<file path="config.mk">
export PLATFORM = sky130hd
export DESIGN_NAME = dqd_top
export DESIGN_NICKNAME = d
export VERILOG_FILES = /design/src/logic/dqd_pkg.sv /design/src/logic/dqd_filter.sv /design/src/logic/dqd_counter.sv /design/src/logic/dqd_top.sv
export SDC_FILE = /design/constraint.sdc
export NUM_CORES = 1
export LEC_CHECK = 0
export BUFFER_PORTS_ARGS = -buffer_cell sky130_fd_sc_hd__buf_2
export CAP_MARGIN = 20
export CORE_ASPECT_RATIO = 0.9
export CORE_MARGIN = 2
export CORE_UTILIZATION = 54
export CTS_BUF_LIST = sky130_fd_sc_hd__clkbuf_8
export CTS_CLUSTER_DIAMETER = 200
export DETAILED_ROUTE_END_ITERATION = 7
export GPL_TIMING_DRIVEN = 0
export PLACE_DENSITY = 0.86
export SLEW_MARGIN = 20
export SYNTH_ARGS = -nofsm -noshare
export SYNTH_HDL_FRONTEND = slang
export SYNTH_SLANG_ARGS = --single-unit
</file>
<file path="constraint.sdc">
create_clock -name clock -period 2.6 [get_ports clock]
set_clock_uncertainty 0.1 [all_clocks]
set_input_delay 0.39 -clock clock [delete_from_list [all_inputs] [get_ports clock]]
set_output_delay 0.39 -clock clock [all_outputs]
set_load 0.05 [all_outputs]
</file>
<file path="src/logic/dqd_pkg.sv">
// Constants and types shared by the dual quadrature decoder.
// Assumes a single 20 MHz clock and an 8-bit I/O register port.
package dqd_pkg;

    // ------------------------------------------------------------
    // Register addresses
    // ------------------------------------------------------------
    localparam logic [7:0] ADDR_STATUS = 8'h90;
    localparam logic [7:0] ADDR_CTRL   = 8'h91;
    localparam logic [7:0] ADDR_CNT1   = 8'h94;
    localparam logic [7:0] ADDR_CNT2   = 8'h96;

    // ------------------------------------------------------------
    // Field positions (channel c adds c * CH_FIELD_STRIDE)
    // ------------------------------------------------------------
    localparam int CH_FIELD_STRIDE = 4;
    localparam int ST_CLR_BIT      = 0;
    localparam int ST_DN_BIT       = 2;
    localparam int ST_UP_BIT       = 3;
    localparam int CTRL_SEL_LSB    = 2;
    localparam int SEL_ENABLE_BIT  = 1;
    localparam int SEL_UPPER_BIT   = 0;
    localparam int IRQ_LVL_LSB     = 0;

    // Port pins: Q on even bit, I on the odd bit above it
    localparam int PORT_CH_STRIDE    = 2;
    localparam int PORT_UPPER_OFFSET = 4;
    localparam int PORT_I_OFFSET     = 1;
    localparam int PORT_Q_OFFSET     = 0;

    // ------------------------------------------------------------
    // Reset and limit values
    // ------------------------------------------------------------
    localparam logic [7:0] CTRL_RESET  = 8'h00;
    localparam logic [7:0] CNT_RESET   = 8'h00;
    localparam logic [7:0] CNT_MAX     = 8'hFF;
    localparam logic [7:0] RDATA_RESET = 8'h00;
    localparam logic [1:0] IRQ_OFF     = 2'h0;
    localparam int         NUM_CH      = 2;
    localparam int         PORT_W      = 8;

    // ------------------------------------------------------------
    // Types
    // ------------------------------------------------------------
    typedef enum logic [1:0] {
        STEP_NONE,
        STEP_UP,
        STEP_DOWN
    } dqd_step_e;

    typedef struct packed {
        logic [7:0] addr;
        logic       wr;
        logic       rd;
        logic [7:0] wdata;
    } dqd_io_req_s;

endpackage : dqd_pkg

</file>
<file path="src/logic/dqd_filter.sv">
// One-bit input glitch filter for the quadrature decoder.
// Assumes tick is a one-cycle pulse already gated by clock enable.
`timescale 1ns/10ps
module dqd_filter
(
    input  wire logic clock,
    input  wire logic rst,
    input  wire logic ce,
    input  wire logic tick,
    input  wire logic raw,
    output logic      clean
);
    import dqd_pkg::*;

    logic sample;

    // ------------------------------------------------------------
    // Filter
    // ------------------------------------------------------------
    // two matching samples
    // A level must be seen on two ticks running to pass through
    always_ff @(posedge clock)
    begin
        if (rst)
        begin
            sample <= 1'b0;
            clean  <= 1'b0;
        end
        else if (ce && tick)
        begin
            sample <= raw;
            if (raw == sample)
                clean <= raw;
        end
    end

endmodule : dqd_filter

</file>
<file path="src/logic/dqd_counter.sv">
// Position counter of one decoder channel.
// Assumes filtered I/Q levels and a tick gated by clock enable.
`timescale 1ns/10ps
module dqd_counter
(
    input  wire logic       clock,
    input  wire logic       rst,
    input  wire logic       ce,
    input  wire logic       tick,
    input  wire logic [1:0] sel,
    input  wire logic       i_in,
    input  wire logic       q_in,
    input  wire logic       clear,
    output logic [7:0]      count,
    output logic            wrap_up,
    output logic            wrap_dn
);
    import dqd_pkg::*;

    logic [1:0] prev_iq;
    logic [1:0] last_sel;
    dqd_step_e  step;
    wire  [1:0] cur_iq = {i_in, q_in};
    wire        sel_en = sel[SEL_ENABLE_BIT];
    wire        resync = (sel != last_sel) || !sel_en;

    function automatic logic [1:0] fwd(input logic [1:0] s);
        case (s)
            2'h0:    fwd = 2'h1;
            2'h1:    fwd = 2'h3;
            2'h3:    fwd = 2'h2;
            default: fwd = 2'h0;
        endcase
    endfunction : fwd

    assign step = (!tick || resync || cur_iq == prev_iq) ? STEP_NONE :
                  (cur_iq == fwd(prev_iq))                ? STEP_UP   :
                  (prev_iq == fwd(cur_iq))                ? STEP_DOWN : STEP_NONE;

    assign wrap_up = (step == STEP_UP) && (count == CNT_MAX) && !clear;
    assign wrap_dn = (step == STEP_DOWN) && (count == CNT_RESET) && !clear;

    // ------------------------------------------------------------
    // State
    // ------------------------------------------------------------
    always_ff @(posedge clock)
    begin
        if (rst)
        begin
            count    <= CNT_RESET;
            prev_iq  <= 2'h0;
            last_sel <= 2'h0;
        end
        else if (ce)
        begin
            last_sel <= sel;
            if (tick || resync)
                prev_iq <= cur_iq;
            if (clear)
                count <= CNT_RESET;
            else if (step == STEP_UP)
                count <= 8'(count + 8'h01);
            else if (step == STEP_DOWN)
                count <= 8'(count - 8'h01);
        end
    end

endmodule : dqd_counter

</file>
<file path="src/logic/dqd_top.sv">
// Dual quadrature decoder: filters, two counters, status and control.
// Assumes a synchronous 8-bit I/O port, prescale tick and encoder pins.
//
// Contract
// - Two independent channels, each I and Q in, each an 8-bit counter.
// - Sampling, filtering and counting advance only on gated prescale ticks.
// - Each input filter rejects pulses shorter than one sample period.
// - Within the chosen nibble, I is the odd bit, Q the even bit.
// - Entering, leaving or changing input selection never steps a counter.
// - Interrupt raised on FFh to 00h or 00h to FFh only.
// - Wrap flags set with the interrupt; status read clears both, but a wrap in the read cycle keeps its flag set.
// - Status bit 7 is channel two up-wrap, bit 6 down-wrap.
// - Status bit 3 is channel one up-wrap, bit 2 down-wrap.
// - Status bits 5 and 1 always read zero.
// - Writing one to bit 4 or 0 clears that counter, no interrupt.
// - Control bits 7:6 select channel two inputs: off, bits 3:2, 7:6.
// - Control bits 3:2 select channel one inputs: off, bits 1:0, 5:4.
// - Control bits 5:4 have no effect on decoding.
// - Control bits 1:0: interrupt off, or priority level 1 to 3.
// - Count registers return their channel's current count.
// - After reset selections and interrupt level are zero.
`timescale 1ns/10ps
module dqd_top
(
    input  wire logic                 clock,
    input  wire logic                 rst,
    input  wire logic                 ce,
    input  wire logic                 prescale_timer_tick,
    input  wire logic [7:0]           port_in,
    input  wire dqd_pkg::dqd_io_req_s io_req,
    output logic [7:0]                io_rdata,
    output logic                      irq_req,
    output logic [1:0]                irq_level
);
    import dqd_pkg::*;

    // ------------------------------------------------------------
    // Declarations
    // ------------------------------------------------------------
    logic [7:0]        ctrl;
    logic              tick_prev;
    logic [NUM_CH-1:0] flag_up;
    logic [NUM_CH-1:0] flag_dn;
    logic [NUM_CH-1:0] next_flag_up;
    logic [NUM_CH-1:0] next_flag_dn;
    logic [NUM_CH-1:0] wrap_up;
    logic [NUM_CH-1:0] wrap_dn;
    logic [NUM_CH-1:0] clr_cnt;
    logic [NUM_CH-1:0] sel_en;
    logic [PORT_W-1:0] port_clean;
    logic [7:0]        count [NUM_CH];
    logic [7:0]        status_value;
    logic [7:0]        read_value;
    logic [7:0]        next_ctrl;

    // ------------------------------------------------------------
    // Tick gating
    // ------------------------------------------------------------
    // at most every other clock
    // Back-to-back ticks are thinned so sampling never beats half rate
    wire tick_ok = prescale_timer_tick && !tick_prev && ce;

    always_ff @(posedge clock)
    begin
        if (rst)
            tick_prev <= 1'b0;
        else if (ce)
            tick_prev <= tick_ok;
    end

    // ------------------------------------------------------------
    // Register decode
    // ------------------------------------------------------------
    wire hit_status = (io_req.addr == ADDR_STATUS);
    wire hit_ctrl   = (io_req.addr == ADDR_CTRL);
    wire hit_cnt1   = (io_req.addr == ADDR_CNT1);
    wire hit_cnt2   = (io_req.addr == ADDR_CNT2);
    wire wr_status  = ce && io_req.wr && hit_status;
    wire wr_ctrl    = ce && io_req.wr && hit_ctrl;
    wire rd_status  = ce && io_req.rd && hit_status;
    wire rd_any     = ce && io_req.rd;

    assign next_ctrl = wr_ctrl ? io_req.wdata : ctrl;

    always_comb
    begin
        status_value = 8'h00;
        for (int c = 0; c < NUM_CH; c++)
        begin
            status_value[ST_UP_BIT + c * CH_FIELD_STRIDE] = flag_up[c];
            status_value[ST_DN_BIT + c * CH_FIELD_STRIDE] = flag_dn[c];
        end
    end

    // count read back
    // Control is write-only; it and unmapped addresses read as zero
    assign read_value = hit_status ? status_value :
                        hit_cnt1   ? count[0]     :
                        hit_cnt2   ? count[1]     : 8'h00;

    // ------------------------------------------------------------
    // Input filters, one per port pin
    // ------------------------------------------------------------
    // Every pin is filtered all the time so a newly selected pair
    // arrives already settled and cannot fake a step
    genvar b;
    generate
        for (b = 0; b < PORT_W; b++)
        begin : g_filt
            dqd_filter u_filt
            (
                .clock (clock),
                .rst   (rst),
                .ce    (ce),
                .tick  (tick_ok),
                .raw   (port_in[b]),
                .clean (port_clean[b])
            );
        end
    endgenerate

    // ------------------------------------------------------------
    // Channels
    // ------------------------------------------------------------
    genvar c;
    generate
        for (c = 0; c < NUM_CH; c++)
        begin : g_ch
            localparam int SEL_LSB = CTRL_SEL_LSB + c * CH_FIELD_STRIDE;
            localparam int BASE_LO = c * PORT_CH_STRIDE;
            localparam int BASE_HI = BASE_LO + PORT_UPPER_OFFSET;
            wire [1:0] sel = ctrl[SEL_LSB +: 2];
            wire       upper = sel[SEL_UPPER_BIT];
            // odd bit is I, even is Q
            wire       i_pin = upper ? port_clean[BASE_HI + PORT_I_OFFSET]
                                     : port_clean[BASE_LO + PORT_I_OFFSET];
            wire       q_pin = upper ? port_clean[BASE_HI + PORT_Q_OFFSET]
                                     : port_clean[BASE_LO + PORT_Q_OFFSET];

            assign sel_en[c]  = sel[SEL_ENABLE_BIT];
            assign clr_cnt[c] = wr_status
                                && io_req.wdata[ST_CLR_BIT + c * CH_FIELD_STRIDE];

            dqd_counter u_cnt
            (
                .clock   (clock),
                .rst     (rst),
                .ce      (ce),
                .tick    (tick_ok),
                .sel     (sel),
                .i_in    (i_pin),
                .q_in    (q_pin),
                .clear   (clr_cnt[c]),
                .count   (count[c]),
                .wrap_up (wrap_up[c]),
                .wrap_dn (wrap_dn[c])
            );

            assign next_flag_up[c] = wrap_up[c] || (flag_up[c] && !rd_status);
            assign next_flag_dn[c] = wrap_dn[c] || (flag_dn[c] && !rd_status);
        end
    endgenerate

    // ------------------------------------------------------------
    // Registers
    // ------------------------------------------------------------
    // bits 5:4 stored, never decoded
    always_ff @(posedge clock)
    begin
        if (rst)
        begin
            ctrl     <= CTRL_RESET;
            flag_up  <= '0;
            flag_dn  <= '0;
            io_rdata <= RDATA_RESET;
            irq_req  <= 1'b0;
        end
        else if (ce)
        begin
            ctrl    <= next_ctrl;
            flag_up <= next_flag_up;
            flag_dn <= next_flag_dn;
            irq_req <= (|{next_flag_up, next_flag_dn})
                       && (next_ctrl[IRQ_LVL_LSB +: 2] != IRQ_OFF);
            if (rd_any)
                io_rdata <= read_value;
        end
    end

    // Priority level comes straight from the control flops
    assign irq_level = ctrl[IRQ_LVL_LSB +: 2];
endmodule : dqd_top

</file>
[After elaboration in Yosys (flattened, before gate mapping)]
Cells that the tools add are included.
Cells by class
  add/subtract/negate cells: 4
  reduce and logical (&&, ||, !) cells: 66
  equality and inequality tests: 34
  mux-type cells: 24
Operators by type and width (number)
  $mux W8: 9
  $eq A8 B8 Y1 const B: 6
  $reduce_and A2 Y1: 14
  $pmux W2 S3: 4
  $logic_and A1 B1 Y1: 23
  $add A8 B1 Y8 const B: 2
  $logic_not A8 Y1: 2
  $sub A8 B1 Y8 const B: 2
  $mux W2: 7
  $eq A2 B1 Y1 const B: 6
  $eq A2 B2 Y1: 6
  $eq A2 B2 Y1 const B: 6
  $logic_or A1 B1 Y1: 12
  $eq A1 B1 Y1: 8
  $logic_not A2 Y1: 4
  $logic_not A1 Y1: 7
  $reduce_bool A3 Y1: 2
  $mux W1: 4
  $ne A2 B2 Y1: 2
  $reduce_or A4 Y1: 1
  $reduce_bool A2 Y1: 1
Storage, ports and cells
  word-level logic and storage cells: 157
  input bits: 30
  register bits after elaboration: 62

[Depth between registers and ports, before layout]
Gate-level depths: netlist of the first run.
  depth after elaboration: 13
  gate-level depth with buffers: 12

[Modules after synthesis]
Synthesis of the first run repeated with hierarchy kept, for this count alone.
Unflattened totals
  cells, all modules: 396
  area total of the unflattened synthesis: 3509.6 sq um
Modules (own cells, without submodules)
  dqd_counter: area each 894.6 sq um, cells each 108, times used 2
  dqd_top: area each 1019.7 sq um, cells each 108, times used 1
  dqd_filter: area each 87.6 sq um, cells each 9, times used 8

[Worst setup path before layout of the first run]
Ideal clock, no wire load.
  path kind: input-to-reg
  from: input port ce
  to: register g_ch[1].u_cnt.count[6]
  path buffers: 1
  setup time: 70 ps
  stages on the path: 11
  setup slack: -200 ps
  arrival time: 2630 ps
  cell sequence: and3b_1 -> buf_2 -> and4_1 -> nand3b_1 -> ha_1 -> nor2b_1 -> o21a_1 -> o21ai_0 -> nor4b_1 -> o31ai_1 -> a21oi_1
Between the ends
  word-level cells in the longest chain between the ends: 8
Ends and longest elaborated chain
  from (decl): line dqd_top.sv:27  | input wire logic ce,
  $logic_and A1 B1 Y1: line dqd_top.sv:61  | wire tick_ok = prescale_timer_tick && !tick_prev && ce;
  $logic_not A1 Y1: line dqd_counter.sv:36  | assign step = (!tick || resync || cur_iq == prev_iq) ? STEP_NONE :
  $logic_or A1 B1 Y1 (2 in series): line dqd_counter.sv:36
  $mux W2: line dqd_counter.sv:36
  $eq A2 B2 Y1 / $eq A2 B1 Y1 (equally long branches): line dqd_counter.sv:63, dqd_counter.sv:61
  $reduce_bool A3 Y1 (no source line) / $mux W8 (equally long branches)
  $reduce_and A2 Y1 (no source line) / $mux W8 (equally long branches)
  to (signal assigned): line dqd_counter.sv:62  | count <= 8'(count + 8'h01);
  to (signal assigned): line dqd_counter.sv:64  | count <= 8'(count - 8'h01);
  to (decl): line dqd_counter.sv:14  | output logic [7:0] count,
Several ways; a longest one is shown, not always the timed one.
A chain may end at the register's enable or synchronous reset.

[Worst setup path after layout of the first run]
  from: register ctrl[6]
  to: register g_ch[1].u_cnt.count[6]
Between the ends
  word-level cells in the longest chain between the ends: 10
Ends and longest elaborated chain
  from (decl): line dqd_top.sv:40  | logic [7:0] ctrl;
  from (signal assigned): line dqd_top.sv:180  | ctrl <= next_ctrl;
  $mux W1, on equally long branches: line dqd_top.sv:137, dqd_top.sv:135
  $eq A2 B2 Y1 (tied with other cells): line dqd_counter.sv:28  | case (s)
  $pmux W2 S3: line dqd_counter.sv:28
  $eq A2 B2 Y1: line dqd_counter.sv:38  | (prev_iq == fwd(cur_iq)) ? STEP_DOWN : STEP_NONE;
  $mux W2: line dqd_counter.sv:38
  $mux W2: line dqd_counter.sv:37  | (cur_iq == fwd(prev_iq)) ? STEP_UP :
  $mux W2 *: line dqd_counter.sv:36
  $eq A2 B2 Y1 / $eq A2 B1 Y1 (equally long branches): line dqd_counter.sv:63, dqd_counter.sv:61
  $reduce_bool A3 Y1 (no source line) / $mux W8 (equally long branches)
  $reduce_and A2 Y1 (no source line) / $mux W8 (equally long branches)
Every way passes the cells marked *; elsewhere a longest branch is shown, timed or not.

==> out/results.ini, run 1 <==
[route]
wl_um = 9729
first_iter_violations = 258
viasPerCell = 6.311
drc_errors = 0
wl_per_cell_um = 18.12
vias = 3389
drtAntennaViolNets = 0
dr.pass1.iters = 5

[global_routing]
grt_pass1_wl_um = 14700
grt_max_degree = 11
grt_use_met1_pct = 30.83
met3_usage_pct = 7.045
grt_pass1_vias = 3244
overflow = 0
antenna_found_initial = 0
track_usage_pct = 27.38
use_met2_pct = 47.86
grt_busiest_layer = met2

[clock_network]
clock-root-buffer = clkbuf_8
cts_buffers = 9
htreeDepth = 3
cts_tree = done
cts_buffer_depth = 2
clk_pin_slew_ns = 0.06
numClockSinks = 60
cts_hold_buf = 0
clkLatencyLatePin_ns = 0.34

[sta]
grt_setup_unrepaired = true
maxSlewHeadroom_pct = 36.34
finalCritPeriodShare_pct = 104.6
post-route-min-period_ns = 2.721
worst_slack_ns = -0.1205
clock.fmax_mhz = 367.6
setup_viol = 5
hold_viol = 0
maxSlewViolCount = 0
worst_pin_slew_ns = 0.9529

[min_path]
hold_end = ctrl[3]
hold_path_depth = 3
hp-start = io_req[3]
hold_class = input pin to register

[logic_synthesis]
synth_area_um2 = 3339
syn_inst = 389
synthXorXnorAreaFrac_pct = 5.845
ys.warnings.count = 0
ys_types = 51
synth_top_family_by_area = simple AND/OR/NAND/NOR gates
ys_top_cells_by_area = dfxtp_1 (36%), a21oi_1 (6.1%), nand2_1 (4.6%)
yosysSeqAreaShare_pct = 35.97
yosys.area_share.simple_pct = 23.15
synth_edf_count = 0
synth-compound-area-share_pct = 19.75
synth_adder_area_share_pct = 5.695
synth_top_area_cell = dfxtp_1
synth_mux_area_share_pct = 5.583
synth_top_cell_area_share_pct = 35.97
synthArstFlopShare_pct = 0
syn-num-nets = 433
avgSynthCellArea_um2 = 8.585
ys_seq_elements = 60
ys.flop_type = dfxtp_1

[floorplanning]
rows = 27
initial_utilization_pct = 55.22
die-area_um2 = 6830
fp.dieH_um = 78.61
ios = 41
coreArea_um2 = 6047
die_w_um = 86.90

[critical_path]
cp-start-kind = register
worstSetupPathType = register to register
critPathMaxFanout = 8
worstPathArrival_ns = 2.89
worstRegToRegCells = 12
r2r_end = g_ch[1].u_cnt.count[6]
end_kind = register
r2r_start = ctrl[6]
critPathRequiredTime_ns = 2.77
reg2reg_slack_ns = -0.12

[run_status]
outcome = complete, but fails checks
violations = negative setup slack

[power_and_ir_drop]
total_power_w = 0.002060
leakage_nw = 1.716
ir_drop_v = 0.0003874
power_density_nw_per_um2 = 465.9

[placement]
post_dp_cell_area_um2 = 3719
port_buffers = 38
hpwlAfterDp_um = 5870
gp_congestion = 0.8158

[finish]
drive_gt1_share_pct = 31.18
nFillCells = 398
finalNetCount = 505
final_core_util_pct = 73.12
area_delta_synth_final_pct = 32.41
finalInstanceArea_um2 = 4422
antenna_cells = 0

[flow_run]
drv_cap = 0

==> where the power goes <==
part           total [W]  switching (W)  internal [W]
logic           0.000164       0.000104     0.0000598
registers       0.000948      0.0000121      0.000935
clock network   0.000949       0.000364      0.000584
total            0.00206       0.000480       0.00158
==> through the flow <==
step	cells	worst slack [ns]	TNS, ns	hold slack [ns]
global placement	499	-0.5580	-3.579	0.3527
global route	537	-0.2154	-0.9431	0.1804
finish	537	-0.1205	-0.3476	0.1836
CTS	530	-0.03326	-0.09908	0.1753
floorplan	389	-0.05772	-0.1775	0.3468
detailed placement	499	-0.6151	-4.141	0.3624
==> flip-flops by register name, summed over array words and instances (netlist names) <==
register and flops:
g_ch.u_cnt.count 16, g_filt.u_filt.clean 8, irq_req 1, ctrl 6
io_rdata 8, flag_up 2, flag_dn 2, g_ch.u_cnt.last_sel 4
g_ch.u_cnt.prev_iq 4, g_filt.u_filt.sample 8, tick_prev 1
==> worst max path at each step <==
stage                     depth (start not counted)  slack, ns                     end     from
after floorplan                                  11      -0.06  g_ch[1].u_cnt.count[7]       ce
after global placement                           12      -0.56  g_ch[1].u_cnt.count[7]       ce
final                                            12      -0.12  g_ch[1].u_cnt.count[6]  ctrl[6]
after CTS                                        13      -0.03  g_ch[1].u_cnt.count[6]  ctrl[6]
after detailed placement                         12      -0.62  g_ch[1].u_cnt.count[6]       ce
after global routing                             13      -0.22  g_ch[1].u_cnt.count[6]  ctrl[6]
==> cell usage after synthesis (4+ instances only) <==
master,instances
a211oi_1,10
a21o_1,10
a21oi_1,41
a222oi_1,4
a22oi_1,8
clkbuf_1,11
dfxtp_1,60
ha_1,12
inv_1,12
mux2i_1,15
nand2_1,41
nand2b_1,6
nand3_1,8
nand3b_1,6
nand4_1,6
nor2_1,33
nor3_1,4
nor4_1,7
nor4b_1,4
o2111ai_1,4
o21ai_0,20
or2_2,4
or3_1,4
xnor2_1,11
xnor2_2,5
==> area by class of cell <==
type	instances	area, um2	share of cell area, %
Multi-Input combinational cell	299	2376	53.74
Sequential cell	60	1204	27.22
Timing Repair Buffer	61	374.1	8.461
Clock buffer	11	151.4	3.424
Buffer	18	106.4	2.405
Tap cell	72	90.09	2.037
Clock inverter	4	72.57	1.641
Inverter	12	47.55	1.075
==> layout by cell type, fill, tap and decap left out, types with 5 or more instances in the layout <==
| cell | Yosys | final |
|---|---|---|
| nand3_1 | 8 | 5 |
| a21oi_2 | 0 | 6 |
| nand2_1 | 41 | 41 |
| mux2i_1 | 15 | 13 |
| xnor2_1 | 11 | 10 |
| nor2_1 | 33 | 33 |
| buf_2 | 2 | 39 |
| nand4_1 | 6 | 6 |
| nor4_1 | 7 | 7 |
| o21ai_0 | 20 | 18 |
| clkbuf_1 | 11 | 11 |
| a21oi_1 | 41 | 33 |
| a21o_1 | 10 | 10 |
| nand3b_1 | 6 | 6 |
| clkbuf_8 | 0 | 11 |
| a22oi_1 | 8 | 8 |
| inv_1 | 12 | 10 |
| a211oi_1 | 10 | 10 |
| ha_4 | 0 | 10 |
| dfxtp_1 | 60 | 58 |
| nand2b_1 | 6 | 6 |
| buf_4 | 3 | 22 |
==> cells by family (layout without fill, tap and decap cells) <==
kind of cell	after synthesis	count (layout)
AND/OR/NAND/NOR	144	144
flip-flops	60	60
adder cells (fa/ha/maj)	14	14
XOR/XNOR	18	18
AO/OA/AOI/OAI	106	106
multiplexers	17	17
buffers and inverters	30	106
==> per-layer routing <==
metal	vias to the layer above	part of all wire [%]
met5	-	0
met4	0	3.5
met3	40	7.0
met2	167	51
met1	1615	39
li1	1567	-
==> what timing repair did <==
item / CTS / global route
setup endpoints to repair: 10 / 10
gates resized for setup: 28 / 23
pin swaps: 23 / 28
setup buffers: 16 / 7
==> worst max-delay path: stages, from the launching register on <==
cell and delay, ns:
dfxtp_2 0.34, buf_8 0.14, mux2i_4 0.27, xnor2_2 0.14, nand3b_1 0.16, buf_6 0.20
ha_4 0.24, nor2b_2 0.15, o21a_1 0.19, o21ai_2 0.20, nor4b_4 0.25, o31ai_2 0.10
a21oi_1 0.17
Note: power is estimated with default switching activity, not from simulation.
==> run 2: changes to the inputs <==
ABC_AREA = 1   (was default)
CORE_UTILIZATION = 55   (was 54)
PLACE_DENSITY = 0.87   (was 0.86)
TNS_END_PERCENT = 10   (was default)
==> out/results.ini, run 2 <==
[route]
first_iter_violations = 240  ; -7.0%
wl_um = 8846  ; -9.1%
viasPerCell = 5.667  ; -10%
wl_per_cell_um = 13.84  ; -24%
dr.pass1.iters = 8  ; +3
drc_errors = 0  ; unchanged
vias = 3621  ; +6.8%
drtAntennaViolNets = 0  ; unchanged

[power_and_ir_drop]
switchingPower_w = 0.0004709  ; -2.0%
leakage_nw = 1.750  ; +1.9%
pwr-share-seq_pct = 46.3  ; +0.3 points
clock_power_share_pct = 47.2  ; +1.1 points
comb_power_share_pct = 6.5  ; -1.4 points
ir_drop_v = 0.0002811  ; -27%
p_int_w = 0.001563  ; -1.1%
power_density_nw_per_um2 = 502.5  ; +7.9%
swShare_pct = 23.15  ; -0.16 points

[sta]
clock.fmax_mhz = 401.1  ; +9.1%
maxSlewHeadroom_pct = 58.52  ; +22 points
worst_pin_slew_ns = 0.6223  ; -0.3306 ns
grt_setup_unrepaired = true
hold_viol = 0  ; unchanged
setup_viol = 0  ; -5
maxSlewViolCount = 0  ; unchanged
finalCritPeriodShare_pct = 95.90  ; -8.7 points
post-route-min-period_ns = 2.493  ; -0.2271 ns
worst_slack_ns = 0.1066  ; +0.2271 ns

[clock_network]
clkLatencyLatePin_ns = 0.34  ; about the same
cts_buffers = 9  ; unchanged
cts_buffer_depth = 2  ; unchanged
clock-root-buffer = clkbuf_8
cts_hold_buf = 0  ; unchanged
clk_pin_slew_ns = 0.07  ; about the same
htreeDepth = 3  ; unchanged
numClockSinks = 60  ; unchanged
cts_tree = done

[finish]
multi_input_area_um2 = 2038  ; -14%
drive_gt1_share_pct = 18.34  ; -13 points
finalInstanceArea_um2 = 4048  ; -8.5%
largest_register_ffs = 16  ; unchanged
antenna_cells = 0  ; unchanged
final_common_cell = nand2_1
layout_common_cells = nand2_1 (133), a21oi_1 (61), dfxtp_1 (58), inv_1 (51), o21ai_0 (45)
seqCellArea_um2 = 1204  ; unchanged
area_delta_synth_final_pct = 17.25
nFillCells = 495  ; +24%
finalNetCount = 606  ; +20%
largest_register = g_ch.u_cnt.count

[global_routing]
track_usage_pct = 26.45  ; -0.93 points
grt_pass1_wl_um = 14570  ; -0.94%
grt_use_met1_pct = 33.68  ; +2.8 points
grt_max_degree = 12  ; +1
use_met2_pct = 45.08  ; -2.8 points
grt_busiest_layer = met2
antenna_found_initial = 0  ; unchanged
overflow = 0  ; unchanged
met3_usage_pct = 3.326  ; -3.7 points
grt_pass1_vias = 3313  ; +2.1%

[critical_path]
crit_chain = inv_2, nand2_1, nand2_1, nand2_1, nand2_1, nand4_4, ha_4, a21oi_1, nand2_1, nand2_1, o21ai_0, or2_2, nand3_1, a21oi_1
crit_start = ctrl[6]
worstSetupPathType = register to register
cpMaxStageDelayCell = dfxtp_2
endpoint = g_ch[1].u_cnt.count[5]
max_stage_delay_ns = 0.35  ; about the same
r2r_start = ctrl[6]
r2r_end = g_ch[1].u_cnt.count[5]
worstRegToRegCells = 14  ; +2
cpMostUsedCell = nand2_1
worstPathArrival_ns = 2.60  ; -0.29 ns
cp-start-kind = register
reg2reg_slack_ns = 0.11  ; +0.23 ns
path_delay_family = simple AND/OR/NAND/NOR gates
end_kind = register
path_depth = 14  ; +2
critPathMaxFanout = 8  ; unchanged
critPathRequiredTime_ns = 2.70  ; -0.07 ns
path_buf_inv = 1  ; -1

[floorplanning]
die_w_um = 87.51  ; +0.71%
rows = 27  ; unchanged
initial_utilization_pct = 56.77  ; +1.5 points
die-area_um2 = 6927  ; +1.4%
coreArea_um2 = 6081  ; +0.56%
ios = 41  ; unchanged
fp.dieH_um = 79.16  ; +0.71%

[logic_synthesis]
synth_most_common_cell = nand2_1
ys.warnings.count = 0  ; unchanged
synthArstFlopShare_pct = 0  ; unchanged
yosysSeqAreaShare_pct = 34.80  ; -1.2 points
avgSynthCellArea_um2 = 6.782  ; -21%
ys_types = 35  ; -31%
ys_top_cells_by_area = dfxtp_1 (35%), nand2_1 (15%), a21oi_1 (9.1%)
synth_edf_count = 0  ; unchanged
syn_inst = 509  ; +31%
ys_seq_elements = 60  ; unchanged
synth_commonest_cells = nand2_1 (134), a21oi_1 (63), dfxtp_1 (60), inv_1 (49), o21ai_0 (47)
syn-num-nets = 553  ; +28%
synth_area_um2 = 3452  ; +3.4%
synth_top_area_cell = dfxtp_1
ys.flop_type = dfxtp_1
synth_top_cell_area_share_pct = 34.80  ; -1.2 points

[min_path]
hp-start = io_req[3]
hold_class = input pin to register

[placement]
port_buffers = 38  ; unchanged
gp_congestion = 0.8747  ; +7.2%
hpwlAfterDp_um = 6487  ; +11%
pre_cts_ws_ns = -0.2141  ; +0.4010 ns
post_dp_cell_area_um2 = 3732  ; +0.37%

[flow_run]
drv_cap = 0  ; unchanged

[run_status]
outcome = finished, final reports clean

-- run 2: timing repair --
action / CTS / global route
endpoints found under the setup margin: 5 / 6
pin swaps: 0 / 3
buffers inserted: 0 / 4
resized for setup: 4 / 9
-- run 2: logic make-up after synthesis --
group,after synthesis,synth area share (%)
simple gates,241,32.29
compound gates,122,18.63
xor+xnor,4,1.015
buf+inv,68,7.757
flops,60,34.80
fa+ha+maj,14,5.509
-- run 2: stage by stage --
step           instances  utilization [%]  hold WS (ns)  TNS [ns]  power [W]
6_report             639            66.56        0.2200         0   0.002034
5_1_grt              639            66.56        0.2364   -0.1022   0.002097
4_1_cts              635            65.49        0.2133         0   0.002039
3_5_place_dp         619            61.38        0.3563   -0.9545   0.001090
3_3_place_gp         619            61.38        0.3561   -0.4399   0.001085
2_1_floorplan        509                -        0.3516         0   0.001041
-- run 2: worst min path at each step --
stage	slack (ns)	depth (start not counted)	endpoint
after floorplan	0.35	2	g_filt[0].u_filt.sample
after global placement	0.36	2	io_rdata[0]
after detailed placement	0.36	2	io_rdata[5]
after CTS	0.21	3	ctrl[3]
after global routing	0.24	3	g_filt[0].u_filt.sample
final	0.22	3	ctrl[3]
-- run 2: metal layers --
| layer | wire, um | vias to the layer above |
|---|---|---|
| met2 | 4332 | 140 |
| met5 | 0 | - |
| li1 | - | 1788 |
| met4 | 201 | 0 |
| met3 | 503 | 22 |
| met1 | 3808 | 1671 |
-- run 2: power by group through the flow --
stage	Clock, W	Sequential [W]	Combinational (W)
6_report	0.000959	0.000943	0.000132
4_1_cts	0.000967	0.000942	0.000129
3_3_place_gp	0	0.000962	0.000123
3_5_place_dp	0	0.000963	0.000127
2_1_floorplan	0	0.000961	0.0000798
5_1_grt	0.00101	0.000944	0.000146
-- run 2: area by class of cell --
| type | instances | share of cell area (%) |
|---|---|---|
| timing repair buffer | 42 | 5.440 |
| buffer | 11 | 1.329 |
| multi-input combinational | 381 | 50.36 |
| inverter | 57 | 5.286 |
| clock buffer | 11 | 3.740 |
| clock inverter | 5 | 1.886 |
| tap | 72 | 2.226 |
| sequential | 60 | 29.74 |
-- run 2: worst reg2reg max path, cell delays in order (launching register included) --
cell and delay, ns:
dfxtp_2 0.35, inv_2 0.11, nand2_1 0.11, nand2_1 0.09, nand2_1 0.07, nand2_1 0.13, nand4_4 0.18, ha_4 0.28
a21oi_1 0.16, nand2_1 0.11, nand2_1 0.11, o21ai_0 0.11, or2_2 0.29, nand3_1 0.09, a21oi_1 0.06
==> run 3: changes to the inputs <==
CORE_UTILIZATION = 40   (was 55)
PLACE_DENSITY = 0.69   (was 0.87)
SETUP_SLACK_MARGIN = 0.1   (was default)
==> out/results.ini, run 3 (synthesis results as in run 2) <==
[run_status]
outcome = finished, final reports clean

[sta]
setup_viol = 0  ; unchanged
worst_pin_slew_ns = 0.6735  ; +0.05123 ns
finalCritPeriodShare_pct = 92.45  ; -3.4 points
setup_tns_ns = 0  ; unchanged
grt_setup_unrepaired = true
maxSlewHeadroom_pct = 55.10  ; -3.4 points
clock.fmax_mhz = 416.0  ; +3.7%
post-route-min-period_ns = 2.404  ; -0.08963 ns
maxSlewViolCount = 0  ; unchanged
hold_viol = 0  ; unchanged

[route]
viasPerCell = 5.165  ; -8.9%
wl_um = 9152  ; +3.5%
wl_per_cell_um = 13.24  ; -4.3%
dr.pass1.iters = 4  ; -4
vias = 3569  ; -1.4%
drc_errors = 0  ; unchanged
first_iter_violations = 160  ; -33%
drtAntennaViolNets = 0  ; unchanged

[critical_path]
reg2reg_slack_ns = 0.20  ; +0.09 ns
worstSetupPathType = register to register
end_kind = register
worstRegToRegCells = 13  ; -1
critPathMaxFanout = 8  ; unchanged
r2r_start = ctrl[6]
cp-start-kind = register
r2r_end = g_ch[1].u_cnt.count[6]
worstPathArrival_ns = 2.58  ; -0.02 ns
critPathRequiredTime_ns = 2.78  ; +0.08 ns

[finish]
layout_common_cells = nand2_1 (128), a21oi_1 (58), dfxtp_1 (56), inv_1 (49), o21ai_0 (45)
drive_gt1_share_pct = 21.68  ; +3.3 points
finalInstanceArea_um2 = 4237  ; +4.7%
area_delta_synth_final_pct = 22.73
final_common_cell = nand2_1
antenna_cells = 0  ; unchanged
finalNetCount = 612  ; +0.99%
largest_register = g_ch.u_cnt.count
largest_register_ffs = 16  ; unchanged

[placement]
hpwlAfterDp_um = 6572  ; +1.3%
post_dp_cell_area_um2 = 3791  ; +1.6%
gp_congestion = 0.8768  ; +0.24%
port_buffers = 38  ; unchanged

[floorplanning]
initial_utilization_pct = 40.67  ; -16 points
coreArea_um2 = 8488  ; +40%
ios = 41  ; unchanged
rows = 32  ; +19%
die_w_um = 101.9  ; +16%
die-area_um2 = 9390  ; +36%
fp.dieH_um = 92.13  ; +16%

[global_routing]
grt_max_degree = 12  ; unchanged
track_usage_pct = 19.79  ; -6.7 points
antenna_found_initial = 0  ; unchanged
overflow = 0  ; unchanged
grt_pass1_vias = 3239  ; -2.2%
grt_pass1_wl_um = 14660  ; +0.62%

[power_and_ir_drop]
switchingPower_w = 0.0004739  ; +0.64%
power_density_nw_per_um2 = 480.0  ; -4.5%
leakage_nw = 1.775  ; +1.4%
swShare_pct = 23.30  ; +0.15 points
clock_power_share_pct = 47.1  ; about the same
ir_drop_v = 0.0003160  ; +12%
p_int_w = 0.001560  ; -0.21%
comb_power_share_pct = 6.7  ; +0.2 points
pwr-share-seq_pct = 46.3  ; about the same

[clock_network]
clk_pin_slew_ns = 0.07  ; about the same
cts_buffer_depth = 2  ; unchanged
cts_buffers = 9  ; unchanged
clock-root-buffer = clkbuf_8
clkLatencyLatePin_ns = 0.35  ; about the same
cts_hold_buf = 0  ; unchanged
htreeDepth = 3  ; unchanged
cts_tree = done
numClockSinks = 60  ; unchanged

[flow_run]
drv_cap = 0  ; unchanged

[min_path]
hold_end = ctrl[7]
hp-start = io_req[7]
hold_path_depth = 3  ; unchanged
hold_class = input pin to register

-- run 3: final cells by class --
cell class	instances	area, um2
repair buffers	47	257.7
inverters	57	219.0
fillers	860	4252
plain buffers	11	57.56
clock buffers	11	151.4
well taps	119	148.9
flip-flops and latches	60	1211
multi-input cells	382	2118
clock inverters	4	72.57
-- run 3: worst max-delay path by stage --
stage                  from                endpoint  cells past startpoint
floorplan                ce  g_ch[1].u_cnt.count[5]                     13
global placement         ce  g_ch[0].u_cnt.count[6]                     16
detailed placement       ce  g_ch[1].u_cnt.count[5]                     14
CTS                 ctrl[2]  g_ch[0].u_cnt.count[6]                     17
global route        ctrl[2]  g_ch[0].u_cnt.count[5]                     16
finish              ctrl[6]  g_ch[1].u_cnt.count[6]                     13
-- run 3: repair_timing --
action	4_1_cts	5_1_grt
endpoints found under the setup margin	6	8
endpoints found under the hold margin	0	0
gates resized for setup	5	29
buffers inserted	0	9
pin swaps	0	14
cloned	0	1
-- run 3: power by group through the flow --
| stage | combinational (W) | clock, W | sequential [W] |
|---|---|---|---|
| after floorplan | 0.0000798 | 0 | 0.000961 |
| after global placement | 0.000126 | 0 | 0.000962 |
| after detailed placement | 0.000128 | 0 | 0.000963 |
| after CTS | 0.000130 | 0.000969 | 0.000942 |
| after global routing | 0.000152 | 0.00101 | 0.000942 |
| final | 0.000136 | 0.000957 | 0.000941 |
-- run 3: critical path, cell delays in order, from the launching register on --
cell,delay (ns)
dfxtp_4,0.37
a21oi_1,0.14
nand2_1,0.12
nor2_4,0.17
nand4_4,0.20
ha_4,0.29
a21oi_1,0.15
o21ai_0,0.15
nand2_1,0.12
nand2_1,0.06
a21oi_1,0.16
xnor2_1,0.14
nand2_1,0.06
a21oi_1,0.11
-- run 3: through the flow --
stage,power [W],util (%),setup WS (ns),instances,hold WS (ns)
CTS,0.002041,47.72,0.06020,681,0.2003
global placement,0.001088,44.66,-0.1759,666,0.3584
floorplan,0.001041,-,0.2417,509,0.3516
finish,0.002034,49.91,0.1962,691,0.2128
detailed placement,0.001091,44.66,-0.1976,666,0.3619
global route,0.002107,49.91,0.04228,691,0.2061
-- run 3: per-layer routing --
metal  global-route usage [%]  wire (um)  up-vias
met5                        0          0        -
met2                    32.95       4447       88
li1                         -          -     1803
met4                    6.111        127        0
met3                    4.802        422       10
met1                    25.11       4155     1668
